==> src/cbdr_pkg.sv <==
// How it works
// - Socket power hold ignores power-off requests while the function sits in D3.
// - Voltage force bit reports 3-V capable when 1, not when 0; resets 1.
// - Device control bit 5 is plain storage, resets to 1.
// - Bus-holder enable bit turns link bus-holder cells on or off; resets 0.
// - Two-bit field picks parallel or serialized interrupt signaling; resets 11.
// - Device control byte at offset 92h, reads 66h after reset.
// - Diagnostic byte at offset 93h, read/write, resets to 21h.
// - ID mask bit makes vendor and device ID read all ones.
// - Diagnostic bit 6 always reads zero.
// - Route bit picks which compat register condition sends status changes to PCI.
// - Delayed-transaction disable bit stops delayed transactions.
// - Retry extend bit lengthens target retry latency from 16 to 64 clocks.
// - Card-side discard select: 2^10 clocks when set, 2^15 when clear.
// - Host-side discard select: 2^10 clocks when set, 2^15 when clear.
// - Async enable bit lets status change interrupts fire asynchronously.
// - Retry-expired flag sets after 2^15 clocks; write 1 clears it.
package cbdr_pkg;
  // Offsets
  localparam logic [7:0] OFS_VENDOR_ID   = 8'h00;
  localparam logic [7:0] OFS_DEVICE_ID   = 8'h02;
  localparam logic [7:0] OFS_RETRY_STAT  = 8'h90;
  localparam logic [7:0] OFS_DEV_CTRL    = 8'h92;
  localparam logic [7:0] OFS_DIAG_CTRL   = 8'h93;
  // Reset values
  localparam logic [7:0] RST_DEV_CTRL    = 8'h66;
  localparam logic [7:0] RST_DIAG_CTRL   = 8'h21;
  // Device control fields
  localparam int DC_PWR_HOLD   = 7;
  localparam int DC_LV_FORCE   = 6;
  localparam int DC_DIAG5      = 5;
  localparam int DC_BUS_HOLD   = 4;
  localparam int DC_IRQ_SEL_HI = 2;
  localparam int DC_IRQ_SEL_LO = 1;
  // Diagnostic fields
  localparam int DG_ID_MASK    = 7;
  localparam int DG_RSVD6      = 6;
  localparam int DG_ROUTE      = 5;
  localparam int DG_DT_OFF     = 4;
  localparam int DG_RETRY_LONG = 3;
  localparam int DG_CARD_DSEL  = 2;
  localparam int DG_HOST_DSEL  = 1;
  localparam int DG_ASYNC_EN   = 0;
  // Retry status field
  localparam int RS_EXPIRED    = 1;
  localparam logic [3:0] ROUTE_ZERO = 4'h0;
  // Timing counts in PCI clocks
  localparam int CW = 16;
  localparam logic [CW-1:0] RETRY_LAT_SHORT = 16'h0010;
  localparam logic [CW-1:0] RETRY_LAT_LONG  = 16'h0040;
  localparam logic [CW-1:0] DISCARD_SHORT   = 16'h0400;
  localparam int DISCARD_LONG_DEF = 32768;
  localparam int RETRY_EXP_DEF    = 32768;
  typedef enum logic [1:0] {
    IRQ_PAR_PCI,
    IRQ_PAR_BOTH,
    IRQ_SER_ISA,
    IRQ_SER_BOTH
  } cbdr_irq_mode_t;
endpackage

==> src/cbdr_regs.sv <==
module cbdr_regs
  import cbdr_pkg::*;
#(
  parameter int           DISCARD_LONG_CLKS = DISCARD_LONG_DEF,
  parameter int           RETRY_EXP_CLKS    = RETRY_EXP_DEF,
  parameter logic [15:0]  VENDOR_ID_VAL     = 16'h1234,
  parameter logic [15:0]  DEVICE_ID_VAL     = 16'h5678
) (
  // Clock and reset
  input  wire logic       clk_sys,
  input  wire logic       rst_n,
  // Configuration access
  input  wire logic       cfg_wr,
  input  wire logic       cfg_rd,
  input  wire logic [7:0] cfg_addr,
  input  wire logic [7:0] cfg_wdata,
  output logic      [7:0] cfg_rdata,
  // Socket power
  input  wire logic       in_d3,
  input  wire logic       pwr_on_req,
  input  wire logic       pwr_off_req,
  output logic            socket_power_on,
  // Static settings
  output logic            low_voltage_capable,
  output logic            bus_holder_on,
  output logic            delayed_txn_en,
  // Interrupt signaling
  output logic            par_pci_irq_en,
  output logic            par_isa_irq_en,
  output logic            ser_isa_irq_en,
  output logic            ser_pci_irq_en,
  // Status change routing
  input  wire logic       compat_803_b4,
  input  wire logic [3:0] compat_805_hi,
  input  wire logic       csc_pending,
  output logic            csc_pci_async,
  output logic            csc_pci_sync,
  // Target retry latency
  input  wire logic       tgt_wait,
  output logic            tgt_retry,
  // Delayed-transaction discard timers
  input  wire logic       host_dt_hold,
  input  wire logic       card_dt_hold,
  output logic            host_discard,
  output logic            card_discard,
  // Retry expiry watch
  input  wire logic       master_retried,
  output logic            retry_expired
);

  ////////////////////////////////////////////////////////////////////////
  localparam logic [CW-1:0] DLONG = CW'(DISCARD_LONG_CLKS);
  localparam logic [CW-1:0] RLIM  = CW'(RETRY_EXP_CLKS);

  function automatic logic [CW-1:0] discard_lim(input logic short_sel);
    discard_lim = short_sel ? DISCARD_SHORT : DLONG;
  endfunction

  function automatic logic hit(input logic [CW-1:0] cnt,
                               input logic [CW-1:0] lim);
    hit = (cnt == lim - 16'h0001);
  endfunction

  logic [7:0]    dev_ctrl_ff;
  logic [7:0]    diag_ctrl_ff;
  logic          expired_ff;
  logic          pwr_ff;
  logic [7:0]    rdata_ff;
  logic          csc_sync_ff;
  logic [CW-1:0] lat_cnt_ff;
  logic [CW-1:0] hdis_cnt_ff;
  logic [CW-1:0] cdis_cnt_ff;
  logic [CW-1:0] exp_cnt_ff;
  logic [CW-1:0] lat_lim;
  logic [CW-1:0] hdis_lim;
  logic [CW-1:0] cdis_lim;
  logic          wr_dc;
  logic          wr_dg;
  logic          wr_rs;
  logic          expire_now;
  logic          route_ok;
  logic [7:0]    nxt_rdata;
  cbdr_irq_mode_t irq_mode;

  assign wr_dc = cfg_wr && (cfg_addr == OFS_DEV_CTRL);
  assign wr_dg = cfg_wr && (cfg_addr == OFS_DIAG_CTRL);
  assign wr_rs = cfg_wr && (cfg_addr == OFS_RETRY_STAT);

  ////////////////////////////////////////////////////////////////////////
  // Register storage
  always_ff @(posedge clk_sys or negedge rst_n) begin
    if (!rst_n) begin
      dev_ctrl_ff <= RST_DEV_CTRL;
    end else if (wr_dc) begin
      dev_ctrl_ff <= cfg_wdata;
    end
  end

  always_ff @(posedge clk_sys or negedge rst_n) begin
    if (!rst_n) begin
      diag_ctrl_ff <= RST_DIAG_CTRL;
    end else if (wr_dg) begin
      diag_ctrl_ff <= cfg_wdata & ~(8'h01 << DG_RSVD6);
    end
  end

  // Hardware set beats software clear
  always_ff @(posedge clk_sys or negedge rst_n) begin
    if (!rst_n) begin
      expired_ff <= 1'b0;
    end else if (expire_now) begin
      expired_ff <= 1'b1;
    end else if (wr_rs && cfg_wdata[RS_EXPIRED]) begin
      expired_ff <= 1'b0;
    end
  end

  ////////////////////////////////////////////////////////////////////////
  // Read path, one cycle latency
  always_comb begin
    nxt_rdata = 8'h00;
    case (cfg_addr)
      OFS_VENDOR_ID:
        nxt_rdata = diag_ctrl_ff[DG_ID_MASK] ? 8'hff : VENDOR_ID_VAL[7:0];
      OFS_VENDOR_ID + 8'h01:
        nxt_rdata = diag_ctrl_ff[DG_ID_MASK] ? 8'hff : VENDOR_ID_VAL[15:8];
      OFS_DEVICE_ID:
        nxt_rdata = diag_ctrl_ff[DG_ID_MASK] ? 8'hff : DEVICE_ID_VAL[7:0];
      OFS_DEVICE_ID + 8'h01:
        nxt_rdata = diag_ctrl_ff[DG_ID_MASK] ? 8'hff : DEVICE_ID_VAL[15:8];
      OFS_RETRY_STAT:
        nxt_rdata = {6'h00, expired_ff, 1'b0};
      OFS_DEV_CTRL:
        nxt_rdata = dev_ctrl_ff;
      OFS_DIAG_CTRL:
        nxt_rdata = diag_ctrl_ff;
      default:
        nxt_rdata = 8'h00;
    endcase
  end

  always_ff @(posedge clk_sys or negedge rst_n) begin
    if (!rst_n) begin
      rdata_ff <= 8'h00;
    end else if (cfg_rd) begin
      rdata_ff <= nxt_rdata;
    end
  end

  assign cfg_rdata = rdata_ff;

  ////////////////////////////////////////////////////////////////////////
  // Socket power
  always_ff @(posedge clk_sys or negedge rst_n) begin
    if (!rst_n) begin
      pwr_ff <= 1'b0;
    end else if (pwr_on_req) begin
      pwr_ff <= 1'b1;
    end else if (pwr_off_req && !(dev_ctrl_ff[DC_PWR_HOLD] && in_d3)) begin
      pwr_ff <= 1'b0;
    end
  end

  assign socket_power_on     = pwr_ff;
  assign low_voltage_capable = dev_ctrl_ff[DC_LV_FORCE];
  assign bus_holder_on       = dev_ctrl_ff[DC_BUS_HOLD];
  assign delayed_txn_en      = !diag_ctrl_ff[DG_DT_OFF];

  ////////////////////////////////////////////////////////////////////////
  // Interrupt signaling mode
  assign irq_mode =
    cbdr_irq_mode_t'(dev_ctrl_ff[DC_IRQ_SEL_HI:DC_IRQ_SEL_LO]);

  always_comb begin
    par_pci_irq_en = 1'b0;
    par_isa_irq_en = 1'b0;
    ser_isa_irq_en = 1'b0;
    ser_pci_irq_en = 1'b0;
    case (irq_mode)
      IRQ_PAR_PCI: begin
        par_pci_irq_en = 1'b1;
      end
      IRQ_PAR_BOTH: begin
        par_pci_irq_en = 1'b1;
        par_isa_irq_en = 1'b1;
      end
      IRQ_SER_ISA: begin
        par_pci_irq_en = 1'b1;
        ser_isa_irq_en = 1'b1;
      end
      IRQ_SER_BOTH: begin
        ser_isa_irq_en = 1'b1;
        ser_pci_irq_en = 1'b1;
      end
      default: begin
        par_pci_irq_en = 1'b1;
      end
    endcase
  end

  ////////////////////////////////////////////////////////////////////////
  // Status change routing
  assign route_ok = diag_ctrl_ff[DG_ROUTE] ?
                    (compat_805_hi == ROUTE_ZERO) : compat_803_b4;

  // Async path bypasses the clock; sync path waits one edge
  assign csc_pci_async = route_ok && csc_pending &&
                         diag_ctrl_ff[DG_ASYNC_EN];

  always_ff @(posedge clk_sys or negedge rst_n) begin
    if (!rst_n) begin
      csc_sync_ff <= 1'b0;
    end else begin
      csc_sync_ff <= route_ok && csc_pending &&
                     !diag_ctrl_ff[DG_ASYNC_EN];
    end
  end

  assign csc_pci_sync = csc_sync_ff;

  ////////////////////////////////////////////////////////////////////////
  // Timers; each restarts when its condition drops
  assign lat_lim  = diag_ctrl_ff[DG_RETRY_LONG] ?
                    RETRY_LAT_LONG : RETRY_LAT_SHORT;
  assign hdis_lim = discard_lim(diag_ctrl_ff[DG_HOST_DSEL]);
  assign cdis_lim = discard_lim(diag_ctrl_ff[DG_CARD_DSEL]);

  always_ff @(posedge clk_sys or negedge rst_n) begin
    if (!rst_n) begin
      lat_cnt_ff <= '0;
    end else if (!tgt_wait || hit(lat_cnt_ff, lat_lim)) begin
      lat_cnt_ff <= '0;
    end else begin
      lat_cnt_ff <= lat_cnt_ff + 16'h0001;
    end
  end

  always_ff @(posedge clk_sys or negedge rst_n) begin
    if (!rst_n) begin
      hdis_cnt_ff <= '0;
    end else if (!host_dt_hold || hit(hdis_cnt_ff, hdis_lim)) begin
      hdis_cnt_ff <= '0;
    end else begin
      hdis_cnt_ff <= hdis_cnt_ff + 16'h0001;
    end
  end

  always_ff @(posedge clk_sys or negedge rst_n) begin
    if (!rst_n) begin
      cdis_cnt_ff <= '0;
    end else if (!card_dt_hold || hit(cdis_cnt_ff, cdis_lim)) begin
      cdis_cnt_ff <= '0;
    end else begin
      cdis_cnt_ff <= cdis_cnt_ff + 16'h0001;
    end
  end

  always_ff @(posedge clk_sys or negedge rst_n) begin
    if (!rst_n) begin
      exp_cnt_ff <= '0;
    end else if (!master_retried || expire_now) begin
      exp_cnt_ff <= '0;
    end else begin
      exp_cnt_ff <= exp_cnt_ff + 16'h0001;
    end
  end

  assign tgt_retry     = tgt_wait && hit(lat_cnt_ff, lat_lim);
  assign host_discard  = host_dt_hold && hit(hdis_cnt_ff, hdis_lim);
  assign card_discard  = card_dt_hold && hit(cdis_cnt_ff, cdis_lim);
  assign expire_now    = master_retried && hit(exp_cnt_ff, RLIM);
  assign retry_expired = expired_ff;

  // Cycles of unbroken target wait since the last retry or diag write
  logic [6:0] chk_run_ff;

  always_ff @(posedge clk_sys or negedge rst_n) begin
    if (!rst_n) begin
      chk_run_ff <= 7'h00;
    end else if (!tgt_wait || tgt_retry || wr_dg) begin
      chk_run_ff <= 7'h00;
    end else begin
      chk_run_ff <= chk_run_ff + 7'h01;
    end
  end
endmodule

==> config.mk <==
export PLATFORM = sky130hd
export DESIGN_NAME = cbdr_regs
export DESIGN_NICKNAME = d
export VERILOG_FILES = /design/src/cbdr_pkg.sv /design/src/cbdr_regs.sv
export SDC_FILE = /design/constraint.sdc
export NUM_CORES = 1
export LEC_CHECK = 0
export BUFFER_PORTS_ARGS = -buffer_cell sky130_fd_sc_hd__buf_2
export CORE_MARGIN = 10
export CORE_UTILIZATION = 41
export CTS_CLUSTER_DIAMETER = 50
export DETAILED_ROUTE_END_ITERATION = 16
export HOLD_SLACK_MARGIN = 0.1
export PLACE_DENSITY = 0.68
export SLEW_MARGIN = 10
export SYNTH_ARGS = -nofsm -noshare
export SYNTH_HDL_FRONTEND = slang
export SYNTH_SLANG_ARGS = --single-unit
==> constraint.sdc <==
create_clock -name clk_sys -period 2.6 [get_ports clk_sys]
set_input_delay 0 -clock clk_sys [delete_from_list [all_inputs] [get_ports clk_sys]]
set_output_delay 0 -clock clk_sys [all_outputs]
set_load 0.05 [all_outputs]
-- After elaboration in Yosys (flattened, before gate mapping)
Cells that the tools add are included.
- register bits after elaboration: 90
- output and inout port bits: 22
- add/sub/neg operators: 7
- eq/ne operators: 13
- mux-type cells: 21
- reduce and logical (&&, ||, !) cells: 31
- operators with widths (kind ; number):
    2-to-1 mux 16 bit ; 6
    adder 16 x 1 -> 16 bit (second input constant) ; 4
    one-hot mux 8 bit (7 select lines) ; 1
    equality test 16 bit ; 3
    2-to-1 mux 8 bit ; 4
    subtractor 16 x 1 -> 16 bit (second input constant) ; 2
    equality test 8 bit (second input constant) ; 3
    equality test 16 x 15 -> 1 bit (second input constant) ; 1
    equality test 8 x 2 -> 1 bit (second input constant) ; 2
    logical AND 1 bit ; 13
    2-to-1 mux 1 bit ; 9
    equality test 8 x 1 -> 1 bit (second input constant) ; 1
    logical NOT 8 bit ; 1
    subtractor 7 x 1 -> 8 bit (second input constant) ; 1
    logical NOT 1 bit ; 7
    2-to-1 mux 7 bit ; 1
    equality test 2 bit (second input constant) ; 2
    logical NOT 4 bit ; 1
    logical OR 1 bit ; 4
    nonzero test 2 bit ; 2
    OR reduction 3 bit ; 1
    equality test 2 x 1 -> 1 bit (second input constant) ; 1
    logical NOT 2 bit ; 1
    OR reduction 2 bit ; 1

-- Longest topological paths before layout
Gate-level depths: netlist of the first run.
- depth after elaboration: 5
- gate-level depth with buffers: 6
- gate-level depth less buffers: 5

-- Least setup slack after synthesis of the first run
OpenSTA, ideal clock, no wires.
- kind: register -> output
- start: reg lat_cnt_ff[0]
- end: out tgt_retry
- arrival: 2.505 ns
- required time: 2.600 ns
- path slack: 0.095 ns
- cell stages (with the launch flop): 5
- buffers on the path: 0
- cell sequence: dfrtp_1 ha_1 and3_1 nand2_1 nor4b_1
- cells in the longest elaborated chain, start to end: 2
- RTL lines (what ; RTL line ; text):
    start, declared ; cbdr_regs.sv:70 ; logic [CW-1:0] lat_cnt_ff;
    start signal, assigned ; cbdr_regs.sv:234 ; lat_cnt_ff <= lat_cnt_ff + 16'h0001;
    equality test 16 bit ; cbdr_regs.sv:61 ; hit = (cnt == lim - 16'h0001);
    logical AND 1 bit ; cbdr_regs.sv:268 ; assign tgt_retry = tgt_wait && hit(lat_cnt_ff, lat_lim);
    end, declared ; cbdr_regs.sv:40 ; output logic tgt_retry,
No other way between the ends.

-- Final worst setup path of the first run
- start: reg hdis_cnt_ff[0]
- end: out host_discard
- cells in the longest elaborated chain, start to end: 2
- RTL lines (what ; RTL line ; text):
    start, declared ; cbdr_regs.sv:71 ; logic [CW-1:0] hdis_cnt_ff;
    start signal, assigned ; cbdr_regs.sv:244 ; hdis_cnt_ff <= hdis_cnt_ff + 16'h0001;
    equality test 16 bit ; cbdr_regs.sv:61 ;
    logical AND 1 bit ; cbdr_regs.sv:269 ; assign host_discard = host_dt_hold && hit(hdis_cnt_ff, hdis_lim);
    end, declared ; cbdr_regs.sv:44 ; output logic host_discard,
No other way between the ends.

==> results.cfg, run 1 <==
[floorplanning]
fp.dieH_um = 125
core_area_mm2 = 0.0108
die_w_um = 125
pin_count = 55
initial_core_util_pct = 41.8
die-area_mm2 = 0.0157
fp-row-count = 38

[synth]
synth_top_area_share_pct = 46.4
syn_area_mm2 = 0.00453
synthCells = 440
avgSynthCellArea_um2 = 10.3
synth_common_cells = dfrtp_1 (84), nor2_1 (69), xnor2_1 (41)
synth_edf_count = 0
synth_area_leaders = dfrtp_1 (46%), xnor2_1 (7.9%), nor2_1 (5.7%), mux2_2 (3.7%), dfstp_2 (3.5%)
synth_fp_nets = 477
yosys.area.top_type = dfrtp_1
yosysMostFrequentCell = dfrtp_1
ys_warn_count = 0
ys.flop_type = dfrtp_1
synthDistinctLibCells = 61
async_flop_share_pct = 100
synth-seq-cells = 90
ys_seq_area_share_pct = 49.9

[setup_path]
cp_data_required_time_ns = 2.60
path_class = reg -> out
reg2reg_to = hdis_cnt_ff[14]$_DFF_PN0_
crit_path_end_kind = output pin
arrival_ns = 2.27
cp-start-kind = flip-flop
r2r_slack_ns = 0.46
r2r_cells = 6
cp_max_fo = 6
worstReg2RegStart = hdis_cnt_ff[0]$_DFF_PN0_

[cts]
clk_pin_slew_ns = 0.09
cts_made_buffers = 9
cts_max_path_buffers = 2
insertion_delay_ns = 0.35
cts-htree-levels = 3
clock-sinks = 90
cts.root.buffer_cell = clkbuf_8
cts_tree = done
cts_setup_buffers = 0

[route]
vias_per_cell = 5.17
num_vias = 3426
wl_per_cell_um = 14.1
drt_iter0_markers = 158
route.detailed.drc = 0
drtAntennaViolNets = 0
routed_wirelength_mm = 9.35
drtPass1Iterations = 4

[sta]
slew_viol_final = 0
min_period_over_period_pct = 87.4
finalSetupViolCount = 0
fmax_ghz = 0.440
holdWs_ns = 0.135
hold_violations = 0
fin_skew_ns = 0.00833
tightestPinTransition_ns = 0.681
layout_min_cycle_time_ns = 2.27
rsz0062_at_grt = no
slew_headroom_pct = 54.6
fin_tns_setup_ns = 0

[hold_path]
hp-class = in -> reg
min_delay_path_depth = 5
min_to = cfg_rdata[3]$_DFFE_PN0P_
min_from = cfg_addr[4]

[placement]
place_congestion = 0.814
io_buffers = 54
dp_hpwl_mm = 6.88

[outcome]
status = finished, final reports clean

[pwr]
power_density_mw_per_mm2 = 488
leakage_nw = 2.34
ir_drop_mv = 0.281

[grt]
met3_usage_pct = 3.08
antenna_found_initial = 0
grt_pass1_wl_mm = 16.5
grt_max_degree = 55
grt_usage_pct = 12.4
first_global_vias = 3530
overflow = 0
use_met1_pct = 15.6
top_usage_layer = met2
use_met2_pct = 20.4

[finish]
diodes = 0
n_fill_cell = 1010
fin_nets = 555
layout-drive-gt1-share_pct = 20.5
syn_to_final_growth_pct = 18.3

[flow_run]
max-cap-violations = 0
power by group:
| part | switching (W) | internal [W] | total [W] |
|---|---|---|---|
| Clock | 0.000465 | 0.000468 | 0.000933 |
| Sequential | 0.0000287 | 0.00143 | 0.00146 |
| Combinational | 0.000134 | 0.0000896 | 0.000223 |
per-stage QoR:
| step | utilization, % | worst slack, ns | total power, W | area (µm²) | cells |
|---|---|---|---|---|---|
| final | 49.5 | 0.328 | 0.00262 | 5360 | 663 |
| after global placement | 45.7 | 0.622 | 0.00169 | 4960 | 626 |
| after CTS | 49.5 | 0.340 | 0.00266 | 5360 | 663 |
| after detailed placement | 45.7 | 0.512 | 0.00169 | 4960 | 626 |
| after floorplan | - | 0.0953 | 0.00159 | 4530 | 440 |
| after global routing | 49.5 | 0.190 | 0.00275 | 5360 | 663 |
worst max-delay path, stage by stage (launching register included):
cell	delay (ns)
dfrtp_1	0.44
ha_1	0.25
nand4_1	0.20
or3_4	0.47
nor2_1	0.16
and2_1	0.14
buf_2	0.25
layer usage:
layer  part of all wire (%)  wire length [µm]  vias up
li1                       -                 -     1710
met1                     48              4470     1647
met2                     48              4480       60
met3                    3.2               303        9
met4                   0.99                93        0
met5                      0                 0        -
sequential cells by signal (all words and copies together), names as in the netlist:
register	cells
csc_pci_sync	1
diag_ctrl_ff	7
retry_expired	1
lat_cnt_ff	16
cfg_rdata	8
hdis_cnt_ff	16
dev_ctrl_ff	8
exp_cnt_ff	16
cdis_cnt_ff	16
socket_power_on	1
cell families after synthesis:
group           Yosys count  synth area share, %
simple gates            205                 24.6
flops                    90                 49.9
xor+xnor                 52                 10.1
compound gates           37                 6.32
buf+inv                  31                 2.93
mux                      21                 5.08
fa+ha+maj                 4                 1.10
layout make-up:
type	instances	area [µm²]	share of cell area [%]
Clock buffer	11	141	2.64
Tap cell	140	175	3.27
Sequential cell	90	2260	42.1
Timing Repair Buffer	78	518	9.66
Multi-Input combinational cell	319	2140	39.9
Clock inverter	5	53.8	1.00
Inverter	20	75.1	1.40
cell usage in the layout (no fill, tap or decap), types with 4 or more instances in the layout:
master         instances
a21oi_1                4
and2_1                11
and3_1                 4
buf_2                 53
clkbuf_8              10
dfrtp_1               84
dfstp_2                6
dlygate4sd3_1         21
ha_1                   4
inv_1                 20
mux2_2                15
mux2i_1                5
nand2_1               19
nand3_1               22
nand4_1               18
nor2_1                69
nor3_1                13
nor3b_1                4
nor4_1                20
o21ai_0                7
xnor2_1               41
xor2_1                11
how the worst max path moves through the flow:
stage | endpoint | cells past startpoint | start | slack, ns
finish | host_discard | 6 | hdis_cnt_ff[0]$_DFF_PN0_ | 0.33
global route | host_discard | 6 | hdis_cnt_ff[0]$_DFF_PN0_ | 0.19
CTS | host_discard | 6 | hdis_cnt_ff[0]$_DFF_PN0_ | 0.34
detailed placement | hdis_cnt_ff[9]$_DFF_PN0_ | 6 | hdis_cnt_ff[0]$_DFF_PN0_ | 0.51
global placement | hdis_cnt_ff[9]$_DFF_PN0_ | 6 | hdis_cnt_ff[0]$_DFF_PN0_ | 0.62
floorplan | tgt_retry | 4 | lat_cnt_ff[0]$_DFF_PN0_ | 0.1
timing repair:
item / in CTS / in global routing
gates resized for setup: 0 / 0
hold buffers: 21 / 0
hold endpoints to repair: 115 / 0
Note: power is estimated with default switching activity, not from simulation.
==> inputs of run 2 (changes only) <==
--- a/config.mk
+++ b/config.mk
@@ -7,11 +7,12 @@
 export LEC_CHECK = 0
 export BUFFER_PORTS_ARGS = -buffer_cell sky130_fd_sc_hd__buf_2
 export CORE_MARGIN = 10
-export CORE_UTILIZATION = 41
+export CORE_UTILIZATION = 58
 export CTS_CLUSTER_DIAMETER = 50
 export DETAILED_ROUTE_END_ITERATION = 16
 export HOLD_SLACK_MARGIN = 0.1
-export PLACE_DENSITY = 0.68
+export PLACE_DENSITY = 0.88
+export RECOVER_POWER = 25
 export SLEW_MARGIN = 10
 export SYNTH_ARGS = -nofsm -noshare
 export SYNTH_HDL_FRONTEND = slang
==> run 2 against run 1 <==
Compared with the run above: the run now ends with max-capacitance violations, max-slew violations left; cell count fell by 5.4%; total power grew 2.0%; register-to-register slack better by 0.22 ns; global-route usage increased by 5.8 points; largest cell class unchanged; largest power group unchanged.
==> results.cfg, run 2 (synthesis gave the netlist of run 1 again) <==
[cts]
clk_pin_slew_ns = 0.08
clock-sinks = 90
cts_made_buffers = 9
cts_resized = 0
cts.root.buffer_cell = clkbuf_8
insertion_delay_ns = 0.36
cts-htree-levels = 3
cts_tree = done
cts_max_path_buffers = 2

[pwr]
power_w = 0.00267
ir_drop_mv = 0.302
leakage_nw = 2.35
power_density_mw_per_mm2 = 501

[placement]
io_buffers = 54
place_congestion = 0.882
dp_hpwl_mm = 7.23
pre_cts_slack_ns = 0.693

[setup_path]
cp-start-kind = flip-flop
cp-startpoint = hdis_cnt_ff[0]$_DFF_PN0_
critPathBufInv = 1
cp_max_fo = 6
path_delay_family = simple AND/OR/NAND/NOR gates
crit_path_end_kind = output pin
r2r_cells = 5
critical_path.cell_chain = ha_1 > nand4_1 > or3_4 > nor2_1 > and2_1 > buf_2
cp_data_required_time_ns = 2.60
r2r_slack_ns = 0.68
worstReg2RegStart = hdis_cnt_ff[0]$_DFF_PN0_
arrival_ns = 2.24
path_class = reg -> out
slowest_delay_ns = 0.48
reg2reg_to = hdis_cnt_ff[14]$_DFF_PN0_
slowest_stage = or3_4

[finish]
layout_common_cells = dfrtp_1 (84), nor2_1 (69), buf_2 (53)
syn_to_final_growth_pct = 17.6
final_common_cell = dfrtp_1
layout-drive-gt1-share_pct = 20.4
fin_nets = 557

[route]
routed_wirelength_mm = 10.2
drt_iter0_markers = 186
drtAntennaViolNets = 0
vias_per_cell = 5.70
num_vias = 3571
wl_per_cell_um = 16.3
drtPass1Iterations = 5
route.detailed.drc = 0

[floorplanning]
fp-row-count = 32
core_area_mm2 = 0.00765
initial_core_util_pct = 59.2
pin_count = 55
fp.dieH_um = 108
die-area_mm2 = 0.0117
die_w_um = 108

[sta]
layout_min_cycle_time_ns = 2.24
slew_headroom_pct = -3.82
fmax_ghz = 0.447
fin_skew_ns = 0.00704
holdWs_ns = 0.112
slew_viol_final = 66
fin_tns_setup_ns = 0
min_period_over_period_pct = 86.0
finalSetupViolCount = 0
fin_ws_ns = 0.365
rsz0062_at_grt = no
hold_violations = 0
tightestPinTransition_ns = 1.56

[grt]
antenna_found_initial = 2
first_global_vias = 3589
grt_usage_pct = 18.1
grt_max_degree = 66
overflow = 0
grt_pass1_wl_mm = 17.1

[hold_path]
min_to = cfg_rdata[7]$_DFFE_PN0P_
min_from = cfg_addr[3]
min_delay_path_depth = 4
hp-class = in -> reg

[outcome]
violations = max-capacitance violations, max-slew violations
status = finished with violations

[flow_run]
max-cap-violations = 1
[run 2: changes by cell type in the layout (fill, tap and decap cells not counted)]
| cell | previous run | this run |
|---|---|---|
| clkinv_2 | 3 | 1 |
| buf_4 | 3 | 4 |
| clkbuf_2 | 0 | 1 |
| clkinv_4 | 1 | 0 |
| dlygate4sd3_1 | 21 | 22 |
| diode_2 | 0 | 1 |
| clkbuf_8 | 10 | 12 |
| buf_12 | 1 | 0 |
[run 2: worst max-delay path by stage]
stage,to,slack [ns],cells after the start
after global routing,host_discard,0.24,6
final,host_discard,0.36,6
after global placement,hdis_cnt_ff[14]$_DFF_PN0_,0.74,5
after CTS,host_discard,0.34,6
after detailed placement,hdis_cnt_ff[14]$_DFF_PN0_,0.69,5
after floorplan,tgt_retry,0.1,4
[run 2: metrics by stage]
step / utilization [%] / cell area [µm²] / instances
3_5_place_dp: 64.1 / 4900 / 589
4_1_cts: 69.7 / 5330 / 626
6_report: 69.7 / 5330 / 627
5_1_grt: 69.7 / 5330 / 627
2_1_floorplan: - / 4530 / 440
3_3_place_gp: 64.1 / 4900 / 589
[run 2: area by class of cell]
cell class              count  area [µm²]
diodes                      1        2.50
clock buffers              13         169
clock inverters             2        35.0
fillers                   536        2320
inverters                  20        75.1
multi-input cells         319        2140
flip-flops and latches     90        2260
well taps                 102         128
repair buffers             80         520
[run 2: worst reg2reg max path, delay by kind of cell, from the launching register on]
family          cells  cell delay [ns]
simple gates        3             1.06
flops               1             0.43
fa+ha+maj           1             0.23
compound gates      1             0.14
[run 2: repair_timing]
action	CTS	global route
setup buffers	0	0
hold buffers	22	0
endpoints found under the hold margin	113	0
[run 2: report_power, final]
| part | leakage [nW] | total, W | switching, W | internal, W |
|---|---|---|---|---|
| combinational | 1.03 | 0.000230 | 0.000140 | 0.0000901 |
| sequential | 1.22 | 0.00146 | 0.0000291 | 0.00143 |
| clock | 0.106 | 0.000979 | 0.000462 | 0.000517 |
[run 2: metal layers]
metal	GRT usage (%)	vias to the layer above	wire, µm
met4	8.57	0	284
li1	-	1710	-
met2	29.1	123	4940
met3	4.52	26	700
met1	22.5	1712	4300
met5	0	-	0
